## config.mk

```make
export PLATFORM = sky130hd
export DESIGN_NAME = adc_conversion_scan_sequencer
export DESIGN_NICKNAME = d
export VERILOG_FILES = /design/src/adc_seq_pkg.sv /design/src/reg_bus_if.sv /design/src/adc_conversion_scan_sequencer.sv /design/src/scan_picker.sv /design/src/serial_port.sv
export VERILOG_INCLUDE_DIRS = /design/src
export SDC_FILE = /design/constraint.sdc
export NUM_CORES = 1
export LEC_CHECK = 0
export BUFFER_PORTS_ARGS = -buffer_cell sky130_fd_sc_hd__buf_2
export CAP_MARGIN = 10
export CORE_ASPECT_RATIO = 0.75
export CORE_MARGIN = 8
export CORE_UTILIZATION = 25
export CTS_CLUSTER_DIAMETER = 100
export CTS_CLUSTER_SIZE = 10
export DETAILED_ROUTE_END_ITERATION = 10
export GPL_TIMING_DRIVEN = 0
export SKIP_LAST_GASP = 1
export SYNTH_ARGS = -nofsm -noshare
export SYNTH_HDL_FRONTEND = slang
export SYNTH_SLANG_ARGS = --single-unit
```

## constraint.sdc

```tcl
create_clock -name clock_i -period 2.65 [get_ports clock_i]
set_input_delay 0.265 -clock clock_i [delete_from_list [all_inputs] [get_ports clock_i]]
set_output_delay 0.265 -clock clock_i [all_outputs]
set_load 0.02 [all_outputs]
```

## src/adc_seq_map.svh

```systemverilog
// Register map, field positions, channel codes and timing counts of the sequencer
`ifndef ADC_SEQ_MAP_SVH
`define ADC_SEQ_MAP_SVH

// ==========================================================================
// Serial command byte: [5:2] address, [1:0] access type
`define CMD_WRITE         2'h2
`define CMD_READ          2'h3

// ==========================================================================
// Register addresses
`define ADDR_RESULT       4'h0
`define ADDR_CONFIG       4'h1
`define ADDR_INPUT_SELECT 4'h6
`define ADDR_SCAN_ENABLE  4'h7
`define ADDR_SCAN_DELAY   4'h8

// ==========================================================================
// Configuration register fields and reset value
`define CFG_MODE          1:0
`define CFG_STATE         3:2
`define CFG_AZ            4
`define CFG_FORMAT        6:5
`define CFG_GAIN          9:7
`define CFG_RESET         10'h0_080

// ==========================================================================
// Converter state, mode, format and gain codes
`define STATE_SHUTDOWN    2'h0
`define STATE_STANDBY     2'h2
`define STATE_CONVERT     2'h3
`define MODE_CONTINUOUS   2'h3
`define FORMAT_TAGGED     2'h3
`define GAIN_THIRD        3'h0
`define GAIN_ONE          3'h1

// ==========================================================================
// Input selector codes of the scan channels
`define SEL_OFFSET        8'h88
`define SEL_COMMON_MODE   8'hF8
`define SEL_SUPPLY        8'h98
`define SEL_TEMPERATURE   8'hDE
`define SEL_DIFF_PAIR     8'h01
`define SEL_SINGLE_1      8'h18
`define SEL_SINGLE_0      8'h08
`define SEL_NONE          8'h00

// ==========================================================================
// Times in ns and derived cycle counts at the 20 ns clock
`define CLK_PERIOD_NS     20
`define CONV_TIME_NS      20480
`define DATA_RATE_NS      20480
`define SETUP_SHDN_NS     5120
`define SETUP_STBY_NS     20
`define CONV_CYC          ((`CONV_TIME_NS + `CLK_PERIOD_NS - 1) / `CLK_PERIOD_NS)
`define DATA_RATE_CYC     ((`DATA_RATE_NS + `CLK_PERIOD_NS - 1) / `CLK_PERIOD_NS)
`define SETUP_SHDN_CYC    ((`SETUP_SHDN_NS + `CLK_PERIOD_NS - 1) / `CLK_PERIOD_NS)
`define SETUP_STBY_CYC    ((`SETUP_STBY_NS + `CLK_PERIOD_NS - 1) / `CLK_PERIOD_NS)

`endif

```

## src/adc_seq_pkg.sv

```systemverilog
// Types shared by the conversion sequencer modules
package adc_seq_pkg;
	typedef enum logic [1:0] {
		ST_IDLE,
		ST_STARTUP,
		ST_CONVERT,
		ST_SCAN_WAIT
	} conv_state_t;
endpackage

```

## src/reg_bus_if.sv

```systemverilog
// Register access path between the serial port and the sequencer
`timescale 1ns/10ps
interface reg_bus_if;
	logic        wr;
	logic [3:0]  addr;
	logic [23:0] wdata;
	logic [23:0] rdata;
	modport port (output wr, output addr, output wdata, input rdata);
	modport regs (input wr, input addr, input wdata, output rdata);
endinterface

```

## src/adc_conversion_scan_sequencer.sv

```systemverilog
// Conversion mode controller and scan sequencer of the converter
//
// Behaviour
// - One-shot does one conversion, doubled in length when auto-zero is set
// - After one-shot, fall to standby or shutdown per mode, state field follows
// - Mode 0x returns state to shutdown, 10 to standby, 11 keeps 11
// - Conversion starts after a start-up wait chosen by the prior state
// - Continuous single-input mode never leaves converting; without auto-zero, no internal reset
// - First result after one conversion time, then each data rate period
// - Each data ready carries a complete filtered result, no extra latency
// - Auto-zero continuous runs back-to-back one-shots, reset between each
// - Scan conversions are all one-shot, one per enabled channel
// - Scan with mode 00, 01 or 10 runs once then standby/shutdown
// - Scan with mode 11 repeats, separated by the scan cycle delay
// - Mode writes during a conversion cause no internal reset
// - Input select register is ignored while scanning
// - Each scan result raises data ready and overwrites the result
// - Scan mode whenever any enable bit set, else single-input
// - Scan starts on state field 11, which holds until done or abort
// - Enabled channels converted from bit 15 down to bit 0
// - Tagged format puts the channel tag in the four top result bits
// - Internal channels map to their fixed selector codes; all but offset also to fixed gains
// - External channels map to their selector codes, no forced gain
// - Forced gain holds while its channel is current, also in idle after a scan with enables set; gain register never changes
`timescale 1ns/10ps
`include "adc_seq_map.svh"
module adc_conversion_scan_sequencer import adc_seq_pkg::*; #(
	parameter int CONV_CYCLES       = `CONV_CYC,
	parameter int DATA_RATE_CYCLES  = `DATA_RATE_CYC,
	parameter int SETUP_SHDN_CYCLES = `SETUP_SHDN_CYC,
	parameter int SETUP_STBY_CYCLES = `SETUP_STBY_CYC
) (
	input  wire logic        clock_i,
	input  wire logic        resetn_i,
	input  wire logic        sclk_i,
	input  wire logic        cs_n_i,
	input  wire logic        mosi_i,
	input  wire logic [23:0] sample_i,
	output logic             miso_o,
	output logic             data_ready_o,
	output logic [7:0]       mux_select_o,
	output logic [2:0]       gain_o,
	output logic             filter_reset_o,
	output logic             modulator_run_o
);
	reg_bus_if bus ();

	conv_state_t st_q;
	logic [9:0]  cfg_q;
	logic [7:0]  input_select_q;
	logic [15:0] scan_en_q;
	logic [23:0] scan_delay_q;
	logic [23:0] result_q;
	logic [23:0] cnt_q;
	logic [3:0]  cur_q;
	logic        run_scan_q;
	logic        frst_q;
	logic        dr_q;
	logic [7:0]  mux_q;
	logic [2:0]  gain_q;
	logic        run_q;

	logic        cfg_wr;
	logic        start;
	logic        abort;
	logic        cont;
	logic        conv_end;
	logic        finish;
	logic        scan_now;
	logic [1:0]  ret_state;
	logic [23:0] conv_len;
	logic [4:0]  below;
	logic        pick_valid;
	logic [3:0]  pick_idx;
	logic [7:0]  pick_sel;
	logic        pick_force;
	logic [2:0]  pick_gain;

	// ==================================================================
	// Serial port and channel search
	serial_port u_port (
		.clock_i  (clock_i),
		.resetn_i (resetn_i),
		.sclk_i   (sclk_i),
		.cs_n_i   (cs_n_i),
		.mosi_i   (mosi_i),
		.miso_o   (miso_o),
		.bus      (bus.port)
	);

	// Search below the current channel while converting, else from the top
	assign below = (st_q == ST_CONVERT) ? {1'b0, cur_q} : 5'h10;

	scan_picker u_pick (
		.enable_i     (scan_en_q),
		.below_i      (below),
		.map_idx_i    (cur_q),
		.next_valid_o (pick_valid),
		.next_idx_o   (pick_idx),
		.select_o     (pick_sel),
		.force_o      (pick_force),
		.gain_o       (pick_gain)
	);

	// ==================================================================
	// Decode of host writes and of conversion ends
	assign cfg_wr    = bus.wr && bus.addr == `ADDR_CONFIG;
	assign start     = cfg_wr && bus.wdata[`CFG_STATE] == `STATE_CONVERT
	                   && st_q == ST_IDLE;
	assign abort     = cfg_wr && bus.wdata[`CFG_STATE] != `STATE_CONVERT
	                   && st_q != ST_IDLE;
	assign cont      = cfg_q[`CFG_MODE] == `MODE_CONTINUOUS;
	assign conv_len  = cfg_q[`CFG_AZ] ? 24'(2 * CONV_CYCLES) : 24'(CONV_CYCLES);
	assign conv_end  = st_q == ST_CONVERT && cnt_q == 24'h00_0001;
	// Mode is only sampled at the end, so a mid-conversion write never restarts
	assign finish    = conv_end && !cont && !(run_scan_q && pick_valid);
	assign ret_state = cfg_q[1] ? `STATE_STANDBY : `STATE_SHUTDOWN;
	assign scan_now  = (st_q == ST_IDLE) ? |scan_en_q : run_scan_q;

	// ==================================================================
	// Configuration; host write wins over the end-of-run state update
	always_ff @(posedge clock_i or negedge resetn_i) begin
		if (!resetn_i) begin
			cfg_q <= `CFG_RESET;
		end else if (cfg_wr) begin
			cfg_q <= bus.wdata[9:0];
		end else if (finish) begin
			cfg_q[`CFG_STATE] <= ret_state;
		end
	end

	// Other writable registers
	always_ff @(posedge clock_i or negedge resetn_i) begin
		if (!resetn_i) begin
			input_select_q <= 8'h01;
			scan_en_q      <= 16'h0000;
			scan_delay_q   <= 24'h00_0000;
		end else if (bus.wr) begin
			case (bus.addr)
				`ADDR_INPUT_SELECT: input_select_q <= bus.wdata[7:0];
				`ADDR_SCAN_ENABLE:  scan_en_q      <= bus.wdata[15:0];
				`ADDR_SCAN_DELAY:   scan_delay_q   <= bus.wdata;
				default:            ;
			endcase
		end
	end

	// Read data; unmapped addresses read zero
	always_comb begin
		case (bus.addr)
			`ADDR_RESULT:       bus.rdata = result_q;
			`ADDR_CONFIG:       bus.rdata = {14'h0000, cfg_q};
			`ADDR_INPUT_SELECT: bus.rdata = {16'h0000, input_select_q};
			`ADDR_SCAN_ENABLE:  bus.rdata = {8'h00, scan_en_q};
			`ADDR_SCAN_DELAY:   bus.rdata = scan_delay_q;
			default:            bus.rdata = 24'h00_0000;
		endcase
	end

	// ==================================================================
	// Conversion state machine
	always_ff @(posedge clock_i or negedge resetn_i) begin
		if (!resetn_i) begin
			st_q       <= ST_IDLE;
			cnt_q      <= 24'h00_0000;
			cur_q      <= 4'h0;
			run_scan_q <= 1'b0;
			frst_q     <= 1'b0;
		end else begin
			frst_q <= 1'b0;
			if (abort) begin
				st_q <= ST_IDLE;
			end else begin
				case (st_q)
					ST_IDLE: begin
						if (start) begin
							st_q       <= ST_STARTUP;
							run_scan_q <= |scan_en_q;
							cur_q      <= pick_idx;
							// Standby keeps the bias up, so its restart is short
							cnt_q <= cfg_q[3] ? 24'(SETUP_STBY_CYCLES)
							                  : 24'(SETUP_SHDN_CYCLES);
						end
					end
					ST_STARTUP: begin
						if (cnt_q <= 24'h00_0001) begin
							st_q   <= ST_CONVERT;
							cnt_q  <= conv_len;
							frst_q <= 1'b1;
						end else begin
							cnt_q <= cnt_q - 24'h00_0001;
						end
					end
					ST_CONVERT: begin
						if (conv_end) begin
							if (run_scan_q) begin
								if (pick_valid) begin
									cur_q  <= pick_idx;
									cnt_q  <= conv_len;
									frst_q <= 1'b1;
								end else if (cont) begin
									st_q  <= ST_SCAN_WAIT;
									cnt_q <= scan_delay_q;
								end else begin
									st_q <= ST_IDLE;
								end
							end else if (cont && cfg_q[`CFG_AZ]) begin
								cnt_q  <= conv_len;
								frst_q <= 1'b1;
							end else if (cont) begin
								// Filter keeps running: moving-average stream
								cnt_q <= 24'(DATA_RATE_CYCLES);
							end else begin
								st_q <= ST_IDLE;
							end
						end else begin
							cnt_q <= cnt_q - 24'h00_0001;
						end
					end
					ST_SCAN_WAIT: begin
						if (cnt_q == 24'h00_0000) begin
							st_q   <= ST_CONVERT;
							cur_q  <= pick_idx;
							cnt_q  <= conv_len;
							frst_q <= 1'b1;
						end else begin
							cnt_q <= cnt_q - 24'h00_0001;
						end
					end
					default: st_q <= ST_IDLE;
				endcase
			end
		end
	end

	// ==================================================================
	// Result capture at each conversion end; the filter output is final here
	always_ff @(posedge clock_i or negedge resetn_i) begin
		if (!resetn_i) begin
			dr_q     <= 1'b0;
			result_q <= 24'h00_0000;
		end else begin
			dr_q <= conv_end && !abort;
			if (conv_end && !abort) begin
				if (run_scan_q && cfg_q[`CFG_FORMAT] == `FORMAT_TAGGED)
					result_q <= {cur_q, sample_i[19:0]};
				else
					result_q <= sample_i;
			end
		end
	end

	// ==================================================================
	// Analog controls; forced gain is local, the register is untouched
	always_ff @(posedge clock_i or negedge resetn_i) begin
		if (!resetn_i) begin
			mux_q  <= 8'h00;
			gain_q <= `GAIN_ONE;
			run_q  <= 1'b0;
		end else begin
			mux_q  <= scan_now ? pick_sel : input_select_q;
			gain_q <= (scan_now && pick_force) ? pick_gain : cfg_q[`CFG_GAIN];
			run_q  <= st_q == ST_STARTUP || st_q == ST_CONVERT;
		end
	end

	assign data_ready_o    = dr_q;
	assign mux_select_o    = mux_q;
	assign gain_o          = gain_q;
	assign filter_reset_o  = frst_q;
	assign modulator_run_o = run_q;

	logic [23:0] age_q;
	logic        az_q;
	always_ff @(posedge clock_i or negedge resetn_i) begin
		if (!resetn_i) begin
			age_q <= 24'h00_0000;
			az_q  <= 1'b0;
		end else if (st_q != ST_CONVERT || frst_q) begin
			age_q <= 24'h00_0001;
			az_q  <= cfg_q[`CFG_AZ];
		end else begin
			age_q <= age_q + 24'h00_0001;
		end
	end
endmodule

```

## src/scan_picker.sv

```systemverilog
// Scan channel priority search and channel code map
`timescale 1ns/10ps
`include "adc_seq_map.svh"
module scan_picker (
	input  wire logic [15:0] enable_i,
	input  wire logic [4:0]  below_i,
	input  wire logic [3:0]  map_idx_i,
	output logic             next_valid_o,
	output logic [3:0]       next_idx_o,
	output logic [7:0]       select_o,
	output logic             force_o,
	output logic [2:0]       gain_o
);
	logic [15:0] cand;

	// Channels still to come in this cycle
	for (genvar b = 0; b < 16; b++) begin : g_cand
		assign cand[b] = enable_i[b] && (5'(b) < below_i);
	end

	// Highest pending bit wins
	always_comb begin
		next_valid_o = 1'b0;
		next_idx_o   = 4'h0;
		for (int i = 0; i < 16; i++) begin
			if (cand[i]) begin
				next_valid_o = 1'b1;
				next_idx_o   = 4'(i);
			end
		end
	end

	// Selector code and forced gain; tag equals the index
	always_comb begin
		force_o = 1'b0;
		gain_o  = `GAIN_ONE;
		case (map_idx_i)
			4'hF: select_o = `SEL_OFFSET;
			4'hE: begin
				select_o = `SEL_COMMON_MODE;
				force_o  = 1'b1;
			end
			4'hD: begin
				select_o = `SEL_SUPPLY;
				force_o  = 1'b1;
				gain_o   = `GAIN_THIRD;
			end
			4'hC: begin
				select_o = `SEL_TEMPERATURE;
				force_o  = 1'b1;
			end
			4'h8: select_o = `SEL_DIFF_PAIR;
			4'h1: select_o = `SEL_SINGLE_1;
			4'h0: select_o = `SEL_SINGLE_0;
			default: select_o = `SEL_NONE;
		endcase
	end
endmodule

```

## src/serial_port.sv

```systemverilog
// Serial register port, mode 0, command byte plus one 24-bit word
`timescale 1ns/10ps
`include "adc_seq_map.svh"
module serial_port (
	input  wire logic clock_i,
	input  wire logic resetn_i,
	input  wire logic sclk_i,
	input  wire logic cs_n_i,
	input  wire logic mosi_i,
	output logic      miso_o,
	reg_bus_if.port   bus
);
	logic [2:0]  sclk_q;
	logic [1:0]  csn_q;
	logic [1:0]  mosi_q;
	logic [5:0]  cnt_q;
	logic [23:0] in_q;
	logic [7:0]  cmd_q;
	logic [23:0] out_q;
	logic        wr_q;
	logic        rise;
	logic        fall;

	// ==================================================================
	// Pin synchronisers; the second stage feeds logic, sclk also its third stage for edge detection
	always_ff @(posedge clock_i or negedge resetn_i) begin
		if (!resetn_i) begin
			sclk_q <= 3'h0;
			csn_q  <= 2'h3;
			mosi_q <= 2'h0;
		end else begin
			sclk_q <= {sclk_q[1:0], sclk_i};
			csn_q  <= {csn_q[0], cs_n_i};
			mosi_q <= {mosi_q[0], mosi_i};
		end
	end

	assign rise = sclk_q[1] & ~sclk_q[2];
	assign fall = ~sclk_q[1] & sclk_q[2];

	// ==================================================================
	// Shift in on rising edges; extra bits past 32 are ignored
	always_ff @(posedge clock_i or negedge resetn_i) begin
		if (!resetn_i) begin
			cnt_q <= 6'h00;
			in_q  <= 24'h00_0000;
			cmd_q <= 8'h00;
			wr_q  <= 1'b0;
		end else begin
			wr_q <= 1'b0;
			if (csn_q[1]) begin
				cnt_q <= 6'h00;
			end else if (rise && cnt_q != 6'h20) begin
				cnt_q <= cnt_q + 6'h01;
				in_q  <= {in_q[22:0], mosi_q[1]};
				if (cnt_q == 6'h07)
					cmd_q <= {in_q[6:0], mosi_q[1]};
				if (cnt_q == 6'h1F && cmd_q[1:0] == `CMD_WRITE)
					wr_q <= 1'b1;
			end
		end
	end

	// ==================================================================
	// Read word loaded on the falling edge after the command byte
	always_ff @(posedge clock_i or negedge resetn_i) begin
		if (!resetn_i) begin
			out_q <= 24'h00_0000;
		end else if (csn_q[1]) begin
			out_q <= 24'h00_0000;
		end else if (fall) begin
			if (cnt_q == 6'h08 && cmd_q[1:0] == `CMD_READ)
				out_q <= bus.rdata;
			else
				out_q <= {out_q[22:0], 1'b0};
		end
	end

	assign miso_o    = out_q[23];
	assign bus.wr    = wr_q;
	assign bus.addr  = cmd_q[5:2];
	// Write strobe is set on the same clock as the last shift, so the word is already whole
	assign bus.wdata = in_q;
endmodule

```

* Word level (Yosys, flattened, before mapping)
Index checks and enable logic that the tools add are counted.
Word-level totals: output and inout port bits 15, input port bits 29, word-level logic and storage cells 230, register bits after elaboration 195
Cells by class: bitwise logic cells 6, reductions and logical operators 56, equality and inequality tests 38, add/sub/neg operators 2, mux-type cells 88, order comparisons 17
Operator list (number):
- 2-to-1 mux 24 bit | 13
- one-hot mux 24 bit (5 select lines) | 1
- one-hot mux 24 bit (4 select lines) | 1
- one-hot mux 8 bit (7 select lines) | 1
- 2-to-1 mux 4 bit | 13
- less-than comparator 4 x 5 -> 1 bit (first input constant) | 8
- logical AND 1 bit | 32
- 2-to-1 mux 1 bit | 30
- 2-to-1 mux 2 bit | 15
- == test 24 x 1 -> 1 bit (second input constant) | 1
- == test 4 bit (second input constant) | 6
- <= comparator 24 x 1 -> 1 bit (second input constant) | 1
- logical NOT 24 bit | 1
- subtractor 24 x 1 -> 24 bit (second input constant) | 1
- less-than comparator 3 x 5 -> 1 bit (first input constant) | 4
- OR reduction 16 bit | 1
- 2-to-1 mux 3 bit | 5
- == test 2 bit (second input constant) | 7
- AND reduction 7 bit | 2
- 2-to-1 mux 12 bit | 1
- 2-to-1 mux 6 bit | 2
- != test 2 bit (second input constant) | 6
- != test 3 bit (second input constant) | 4
- != test 4 bit (second input constant) | 3
- 30 further kinds | 48

* Longest topological paths before layout
Gate-level depths: netlist of the first run.
depth in word-level cells 25, gate-level depth with buffers 11, gate-level depth less buffers 9

* By module
Synthesis of the first run repeated with hierarchy kept, for this count alone.
Second synthesis, totals: cell total of the unflattened synthesis 951, area total of the unflattened synthesis 10082.2 um2
By module, submodules not included:
- adc_conversion_scan_sequencer | times used 1, area an instance 6436.2 um2, sequential area each 3181.8 um2, cells each 606
- serial_port | times used 1, area an instance 3079.2 um2, sequential area each 1704.1 um2, cells each 258
- scan_picker | times used 1, area an instance 566.8 um2, sequential area each 0.0 um2, cells each 87

* Worst setup path before layout of the first run
OpenSTA, ideal clock, no wires.
path kind reg2reg, start reg st_q[0], end reg cur_q[0], cell stages (with the launch flop) 11, data arrival time 2.486 ns, path slack 0.039 ns, library setup time 0.125 ns, buffers on the path 1, period minus slack after synthesis 2.611 ns, data required time 2.525 ns, cell sequence dfrtp_1 -> inv_1 -> ha_1 -> or3b_1 -> buf_2 -> o21ai_1 -> a31oi_1 -> o41ai_1 -> o21ai_0 -> nand3_1 -> mux2_2
Between the ends: cells in the longest elaborated chain, start to end 23, elaborated cells between the ends (all ways) 85, classes of those cells 16 x order compare; 7 x eq/ne; 38 x mux; 1 x bitwise; 23 x reduce/logical
RTL lines:
- start, declared | RTL line adc_conversion_scan_sequencer.sv:48 | conv_state_t st_q;
- start signal, assigned | RTL line adc_conversion_scan_sequencer.sv:164 | st_q <= ST_IDLE;
- start signal, assigned | RTL line adc_conversion_scan_sequencer.sv:172 | st_q <= ST_IDLE;
- start signal, assigned | RTL line adc_conversion_scan_sequencer.sv:177 | st_q <= ST_STARTUP;
- == test 2 bit | RTL line adc_conversion_scan_sequencer.sv:92, adc_conversion_scan_sequencer.sv:114, adc_conversion_scan_sequencer.sv:174
- 2-to-1 mux 5 bit | RTL line adc_conversion_scan_sequencer.sv:92 | assign below = (st_q == ST_CONVERT) ? {1'b0, cur_q} : 5'h10;
- less-than comparator 1 x 5 -> 1 bit | RTL line scan_picker.sv:18 | assign cand[b] = enable_i[b] && (5'(b) < below_i);
- logical AND 1 bit | RTL line scan_picker.sv:18
- 2-to-1 mux 1 bit | RTL line scan_picker.sv:26 | if (cand[i]) begin
- 2-to-1 mux 2 bit (2 in series) | RTL line scan_picker.sv:26
- 2-to-1 mux 3 bit (4 in series) | RTL line scan_picker.sv:26
- 2-to-1 mux 4 bit (8 in series) | RTL line scan_picker.sv:26
- 2-to-1 mux 4 bit | RTL line adc_conversion_scan_sequencer.sv:197 | if (pick_valid) begin
- 2-to-1 mux 4 bit | RTL line adc_conversion_scan_sequencer.sv:196 | if (run_scan_q) begin
- 2-to-1 mux 4 bit | RTL line adc_conversion_scan_sequencer.sv:195 | if (conv_end) begin
- one-hot mux 4 bit (3 select lines) | RTL line adc_conversion_scan_sequencer.sv:174 | case (st_q)
- end signal, assigned | RTL line adc_conversion_scan_sequencer.sv:179 | cur_q <= pick_idx;
- end signal, assigned | RTL line adc_conversion_scan_sequencer.sv:198 | cur_q <= pick_idx;
- end signal, assigned | RTL line adc_conversion_scan_sequencer.sv:223 | cur_q <= pick_idx;
- end, declared | RTL line adc_conversion_scan_sequencer.sv:55 | logic [3:0] cur_q;
Several ways; a longest one is shown, not always the timed one. The select of a mux whose other input is x is not followed. A chain may end at the register's enable or synchronous reset.

* Worst setup path in the final report of the first run
start reg st_q[0], end reg cnt_q[4]
Between the ends: cells in the longest elaborated chain, start to end 24, elaborated cells between the ends (all ways) 66, classes of those cells 16 x order compare; 6 x eq/ne; 21 x mux; 1 x bitwise; 22 x reduce/logical
RTL lines:
- == test 2 bit | RTL line adc_conversion_scan_sequencer.sv:92, adc_conversion_scan_sequencer.sv:114, adc_conversion_scan_sequencer.sv:174
- 2-to-1 mux 5 bit | RTL line adc_conversion_scan_sequencer.sv:92
- less-than comparator 1 x 5 -> 1 bit | RTL line scan_picker.sv:18
- logical AND 1 bit | RTL line scan_picker.sv:18
- 2-to-1 mux 1 bit (16 in series) | RTL line scan_picker.sv:26
- 2-to-1 mux 24 bit | RTL line adc_conversion_scan_sequencer.sv:197
- 2-to-1 mux 24 bit | RTL line adc_conversion_scan_sequencer.sv:196
- 2-to-1 mux 24 bit | RTL line adc_conversion_scan_sequencer.sv:195
- one-hot mux 24 bit (4 select lines) | RTL line adc_conversion_scan_sequencer.sv:174
- end signal, assigned | RTL line adc_conversion_scan_sequencer.sv:181 | cnt_q <= cfg_q[3] ? 24'(SETUP_STBY_CYCLES)
- end signal, assigned | RTL line adc_conversion_scan_sequencer.sv:199 | cnt_q <= conv_len;
- end signal, assigned | RTL line adc_conversion_scan_sequencer.sv:203 | cnt_q <= scan_delay_q;
- end, declared | RTL line adc_conversion_scan_sequencer.sv:54 | logic [23:0] cnt_q;
Several ways; a longest one is shown, not always the timed one.

==> impl_metrics.json, run 1 <==
{
  "r2r-start": "st_q[0]",
  "critPathMaxFanout": 5,
  "fillCellCount": 3911,
  "status": "complete, but fails checks",
  "dp_worst_setup_slack_ps": -692,
  "grt.total_usage_pct": 12.4,
  "htreeDepth": 4,
  "port_buffers": 43,
  "clk_pin_slew_ps": 80,
  "grt_pass1_vias": 7511,
  "synth_seq_cells": 195,
  "combPwrFrac_pct": 5.0,
  "grt_pass1_wl_mm": 44.0,
  "initial_core_util_pct": 25.2,
  "die_w_um": 242,
  "vias_per_cell": 5.09,
  "worst_pin_slew_ps": 939,
  "period_share_pct": 105,
  "wl_per_cell_um": 19.0,
  "finalWorstSetupSlack_ps": -130,
  "cts_made_buffers": 17,
  "routabilityCongestion": 0.874,
  "skew_ps": 12.6,
  "hold_end": "result_q[6]",
  "grt_max_degree": 118,
  "drt_iter0_drc": 689,
  "fin_crit_ps": 2780,
  "worstPathCellList": "inv_2 -> ha_4 -> or3b_4 -> o21ai_4 -> a31oi_4 -> o41a_1 -> o31ai_4 -> buf_4 -> buf_6 -> a21oi_1 -> o22ai_1",
  "antenna_found_initial": 0,
  "synth.distinct_cells": 73,
  "n_antenna_cell": 0,
  "cts_sinks": 195,
  "end_kind": "flop",
  "antenna_left": 0,
  "core_area_um2": 38000,
  "startpoint_type": "flop",
  "powerDensity_nw_per_um2": 515,
  "cp_slowest_stage_delay_ps": 450,
  "syn_inst": 887,
  "fp.dieH_um": 186,
  "dr.pass1.iters": 5,
  "r2r_cells": 11,
  "synth_flop_cell": "dfrtp_1",
  "finalWirelength_mm": 28.7,
  "maxCapViolations": 0,
  "layout_common_cells": "dfrtp_1, mux2_2, nand2_1",
  "hold_class": "in2reg",
  "switchingPower_w": 0.00147,
  "ys_warn_count": 0,
  "rows": 62,
  "setup_tns_ps": -1900,
  "cts-root-buf": "clkbuf_16",
  "reg2reg_to": "cnt_q[4]",
  "slew_headroom_pct": 36.9,
  "dr_total_vias": 7695,
  "slew_viol_final": 0,
  "internal_power_w": 0.00461,
  "drive_above_1_share_pct": 30.2,
  "fin_nets": 1024,
  "pwr-share-clk_pct": 42.9,
  "finalHoldViolCount": 0,
  "fmax_mhz": 360,
  "fin_util_pct": 31.1,
  "final_common_cell": "dfrtp_1",
  "crit_slowest_cell": "or3b_4",
  "cts_tree": "built",
  "ir_drop_v": 0.000447,
  "clock_latency_ps": 440,
  "whs_path_depth": 2,
  "dieArea_um2": 44900,
  "netlist_area_um2": 9580,
  "leakagePower_nw": 5.27,
  "min_from": "sample_i[6]",
  "finalSetupViolations": 26,
  "grt_setup_unrepaired": "yes",
  "violations": "setup timing",
  "r2r_slack_ps": -130,
  "syn_nets": 925,
  "synthToLayoutAreaGrowth_pct": 23.2,
  "drc": 0,
  "cp.arrival_ps": 3120,
  "clk_path_buf_depth": 2,
  "seqPwrFrac_pct": 52.1,
  "cp.required_ps": 2990,
  "async_flop_share_pct": 100,
  "hpwl_mm": 20.5,
  "timing_worst_setup_path_type": "reg2reg",
  "grt_overflow": 0,
  "ios": 44,
  "switching_share_pct": 24.3,
  "postSynthAreaPerCell_um2": 10.8,
  "synth_edf_count": 0,
  "synth-seq-area-share_pct": 51.0
}
routing by layer:
metal | track usage (%) | share of wire (%) | vias to the layer above | routed length, um
li1 | - | - | 3503 | -
met2 | 18.9 | 45 | 297 | 12800
met1 | 17.6 | 47 | 3874 | 13600
met3 | 3.07 | 6.9 | 21 | 1970
met5 | 0 | 0 | - | 0
met4 | 3.13 | 1.3 | 0 | 360
worst max-delay path by stage:
stage | start | end | depth (start not counted)
final | st_q[0] | cnt_q[4] | 11
after global routing | st_q[0] | cnt_q[23] | 11
after CTS | st_q[0] | cnt_q[18] | 12
after detailed placement | st_q[0] | cnt_q[4] | 11
after global placement | resetn_i | result_q[3] | 1
after floorplan | st_q[0] | cur_q[0] | 10
kinds of logic (layout without fill, tap and decap cells):
group / Yosys count / after routing / synth area share [%]
compound gates: 253 / 253 / 18.1
simple gates: 228 / 228 / 12.1
flops: 195 / 195 / 51.0
mux: 108 / 108 / 12.6
buf+inv: 79 / 191 / 3.63
xor+xnor: 15 / 15 / 1.37
fa+ha+maj: 9 / 9 / 1.18
metrics by stage:
step | cell area (um^2) | hold slack [ps] | total power [W] | instances
2_1_floorplan | 9580 | -30.6 | 0.00331 | 887
3_3_place_gp | 10400 | 337 | 0.00351 | 1442
3_5_place_dp | 10500 | 306 | 0.00353 | 1444
4_1_cts | 11500 | 31.3 | 0.00615 | 1500
5_1_grt | 11800 | 40.9 | 0.00630 | 1511
6_report | 11800 | 51.0 | 0.00608 | 1511
area by class of cell:
cell class / count / area [um^2] / area share (%)
Sequential cell: 195 / 4890 / 41.4
Multi-Input combinational cell: 613 / 4680 / 39.7
Tap cell: 512 / 641 / 5.43
Timing Repair Buffer: 83 / 637 / 5.40
Clock buffer: 22 / 454 / 3.85
Buffer: 52 / 284 / 2.41
Clock inverter: 10 / 128 / 1.08
Inverter: 24 / 90.1 / 0.763
flip-flops by register name (all words and copies together) (netlist names), 3 cells and up:
register and count:
cnt_q 24, result_q 24, scan_delay_q 24, u_port.bus.wdata 24, u_port.out_q 24, scan_en_q 16
cfg_q 10, input_select_q 8, mux_select_o 8, u_port.cmd_q 6, u_port.cnt_q 6, cur_q 4
gain_o 3, u_port.sclk_q 3
repair_timing:
action,CTS,global route
setup buffers,17,13
gates cloned,3,1
pin swaps,24,34
endpoints found under the setup margin,84,78
endpoints found under the hold margin,79,0
hold buffers,4,0
gates resized for setup,67,41
power by group through the flow:
stage | combinational [W] | sequential (W) | clock [W]
2_1_floorplan | 0.000146 | 0.00317 | 0
3_3_place_gp | 0.000287 | 0.00323 | 0
3_5_place_dp | 0.000299 | 0.00323 | 0
4_1_cts | 0.000306 | 0.00317 | 0.00267
5_1_grt | 0.000332 | 0.00318 | 0.00278
6_report | 0.000301 | 0.00317 | 0.00261
cell usage after synthesis (all sizes together) (3+ instances only):
master,number,area (um^2)
dfrtp,190,4750
mux2,100,1130
nand2,88,330
o21ai,62,310
a22oi,55,413
a21oi,48,240
nor2,41,154
clkbuf,38,143
inv,23,86.3
nor3,21,121
buf,17,115
nor4,16,121
a31oi,14,87.6
o31ai,13,156
nand3,12,65.1
xor2,10,87.6
a221o,9,90.1
and2,9,56.3
ha,9,113
mux2i,8,80.1
a22o,7,61.3
nand4,7,43.8
o22ai,7,50.1
or3,6,37.5
a21o,5,37.5
dfstp,5,131
nor3b,5,37.5
nor4b,5,58.8
o211ai,5,37.5
xnor2,5,43.8
nand2b,4,25.0
o21a,4,30.0
or4,4,37.5
a221oi,3,26.3
a311oi,3,32.5
critical path, delay by kind of cell, from the launching register on:
family / cells / cell delay, ps
fa+ha+maj: 1 / 170
compound gates: 6 / 1290
buf+inv: 3 / 380
flops: 1 / 400
simple gates: 1 / 450
(Power assumes the default switching activity.)
==> run 2, diff against run 1 <==
- TNS_END_PERCENT: not set -> 1
==> run 2 against run 1 <==
Against the previous run:
- the flow still finishes with violations (setup timing)
- count of clock-buffer cells in the layout stayed put
- cell count is 1.1% lower
- sequential share of layout area is 1.7 points higher
- first-iteration DRC count is 10% higher
- core utilization is 1.2 points lower
- combinational power hardly changed
- clock power hardly changed
- via count is 1.2% lower
- clock skew is 4.5 ps higher
- setup slack worse by 170 ps
==> impl_metrics.json, run 2 (synthesized netlist as in run 1, its figures left out) <==
{
  "status": "complete, but fails checks",
  "violations": "setup timing",
  "hpwl_mm": 20.5,
  "critPathMaxFanout": 6,
  "fin_crit_ps": 2950,
  "clock_latency_ps": 450,
  "grt_pass1_wl_mm": 43.4,
  "drc": 0,
  "worst_pin_slew_ps": 956,
  "maxCapViolations": 0,
  "slew_viol_final": 0,
  "finalWirelength_mm": 28.2,
  "routabilityCongestion": 0.874,
  "antenna_left": 0,
  "grt_pass1_vias": 7334,
  "grt_max_degree": 118,
  "wl_per_cell_um": 18.9,
  "skew_ps": 17.1,
  "fmax_mhz": 339,
  "ios": 44,
  "dr_total_vias": 7605,
  "leakagePower_nw": 5.07,
  "timing_worst_setup_path_type": "reg2reg",
  "vias_per_cell": 5.09,
  "n_antenna_cell": 0,
  "finalWorstSetupSlack_ps": -298,
  "dr.pass1.iters": 5,
  "synthToLayoutAreaGrowth_pct": 18.5,
  "drive_above_1_share_pct": 25.4,
  "rows": 62,
  "hold_class": "in2reg",
  "slew_headroom_pct": 35.8,
  "grt_setup_unrepaired": "yes",
  "die_w_um": 242,
  "fp.dieH_um": 186,
  "initial_core_util_pct": 25.2,
  "layout_common_cells": "dfrtp_1, mux2_2, nand2_1",
  "cp.arrival_ps": 3300,
  "fillCellCount": 3939,
  "finalPower_w": 0.00609,
  "end_kind": "flop",
  "htreeDepth": 4,
  "drt_iter0_drc": 760,
  "startpoint_type": "flop",
  "final_common_cell": "dfrtp_1",
  "core_area_um2": 38000,
  "cts_sinks": 195,
  "cts_made_buffers": 17,
  "period_share_pct": 111,
  "finalSetupViolations": 48,
  "grt.total_usage_pct": 12.3,
  "powerDensity_nw_per_um2": 537,
  "multi_input_area_um2": 4470,
  "finalHoldViolCount": 0,
  "ir_drop_v": 0.000454,
  "dieArea_um2": 44900,
  "clk_path_buf_depth": 2,
  "cts_tree": "built",
  "fin_util_pct": 29.9,
  "cp.required_ps": 3000,
  "seqCellArea_um2": 4890,
  "port_buffers": 43,
  "fin_nets": 1007,
  "dp_worst_setup_slack_ps": -692,
  "clk_pin_slew_ps": 70,
  "cts-root-buf": "clkbuf_16",
  "grt_overflow": 0,
  "antenna_found_initial": 0
}
==> run 2: worst max-delay path, cell delays in order, from the launching register on <==
cell and delay [ps]:
dfrtp_1 390, inv_2 90, ha_4 160, or3b_4 390, buf_8 150, o21ai_4 170
a31oi_4 120, or4_4 560, nor3_4 340, buf_4 180, a221oi_2 50, o31ai_1 240
==> run 2: path summary, 6_finish.rpt <==
| path | startpoint | end | depth (start not counted) | slack (ps) |
|---|---|---|---|---|
| min in group asynchronous | resetn_i | modulator_run_o | 2 | 430 |
| worst max-delay path | st_q[0] | cnt_q[8] | 11 | -300 |
| worst min-delay path | sample_i[6] | result_q[6] | 2 | 50 |
| max in group asynchronous | resetn_i | u_port.cnt_q[1] | 3 | 1180 |
| worst max register to register | st_q[0] | cnt_q[8] | 11 | -300 |
| worst min register to register | u_port.sclk_q[0] | u_port.sclk_q[1] | 0 | 360 |
==> run 2: layout make-up <==
cell class                 instances  area share, %
sequential                       195           43.1
multi-input combinational        613           39.4
tap                              512           5.64
clock buffer                      22           4.00
timing repair buffer              63           3.61
buffer                            55           2.39
clock inverter                    10           1.12
inverter                          24          0.794
==> run 2: power breakdown <==
group | switching [W] | internal (W) | leakage [nW]
logic | 0.000187 | 0.000113 | 2.18
clock network | 0.00118 | 0.00143 | 0.282
registers | 0.000114 | 0.00306 | 2.62
total | 0.00149 | 0.00460 | 5.07
==> run 2: metrics by stage <==
stage          hold WS, ps  TNS [ps]  instances  area, um^2
4_1_cts               31.3     -9820       1487       11200
3_5_place_dp           306    -26580       1444       10500
2_1_floorplan        -30.6         0        887        9580
3_3_place_gp           337   -412620       1442       10400
6_report              46.2    -10480       1494       11300
5_1_grt               41.2    -20820       1494       11300
==> run 2: timing repair <==
action / 4_1_cts / 5_1_grt
hold buffers: 4 / 0
setup endpoints to repair: 84 / 89
gates resized for setup: 18 / 13
setup buffers: 5 / 7
gates cloned: 2 / 0
hold endpoints to repair: 79 / 0
pin swaps: 4 / 6
==> run 2: metal layers <==
| metal | routed length [um] | share of wire, % | track usage, % |
|---|---|---|---|
| met5 | 0 | 0 | 0 |
| met3 | 2110 | 7.5 | 2.84 |
| met2 | 12400 | 44 | 18.5 |
| met1 | 13400 | 47 | 17.7 |
| met4 | 353 | 1.2 | 3.08 |
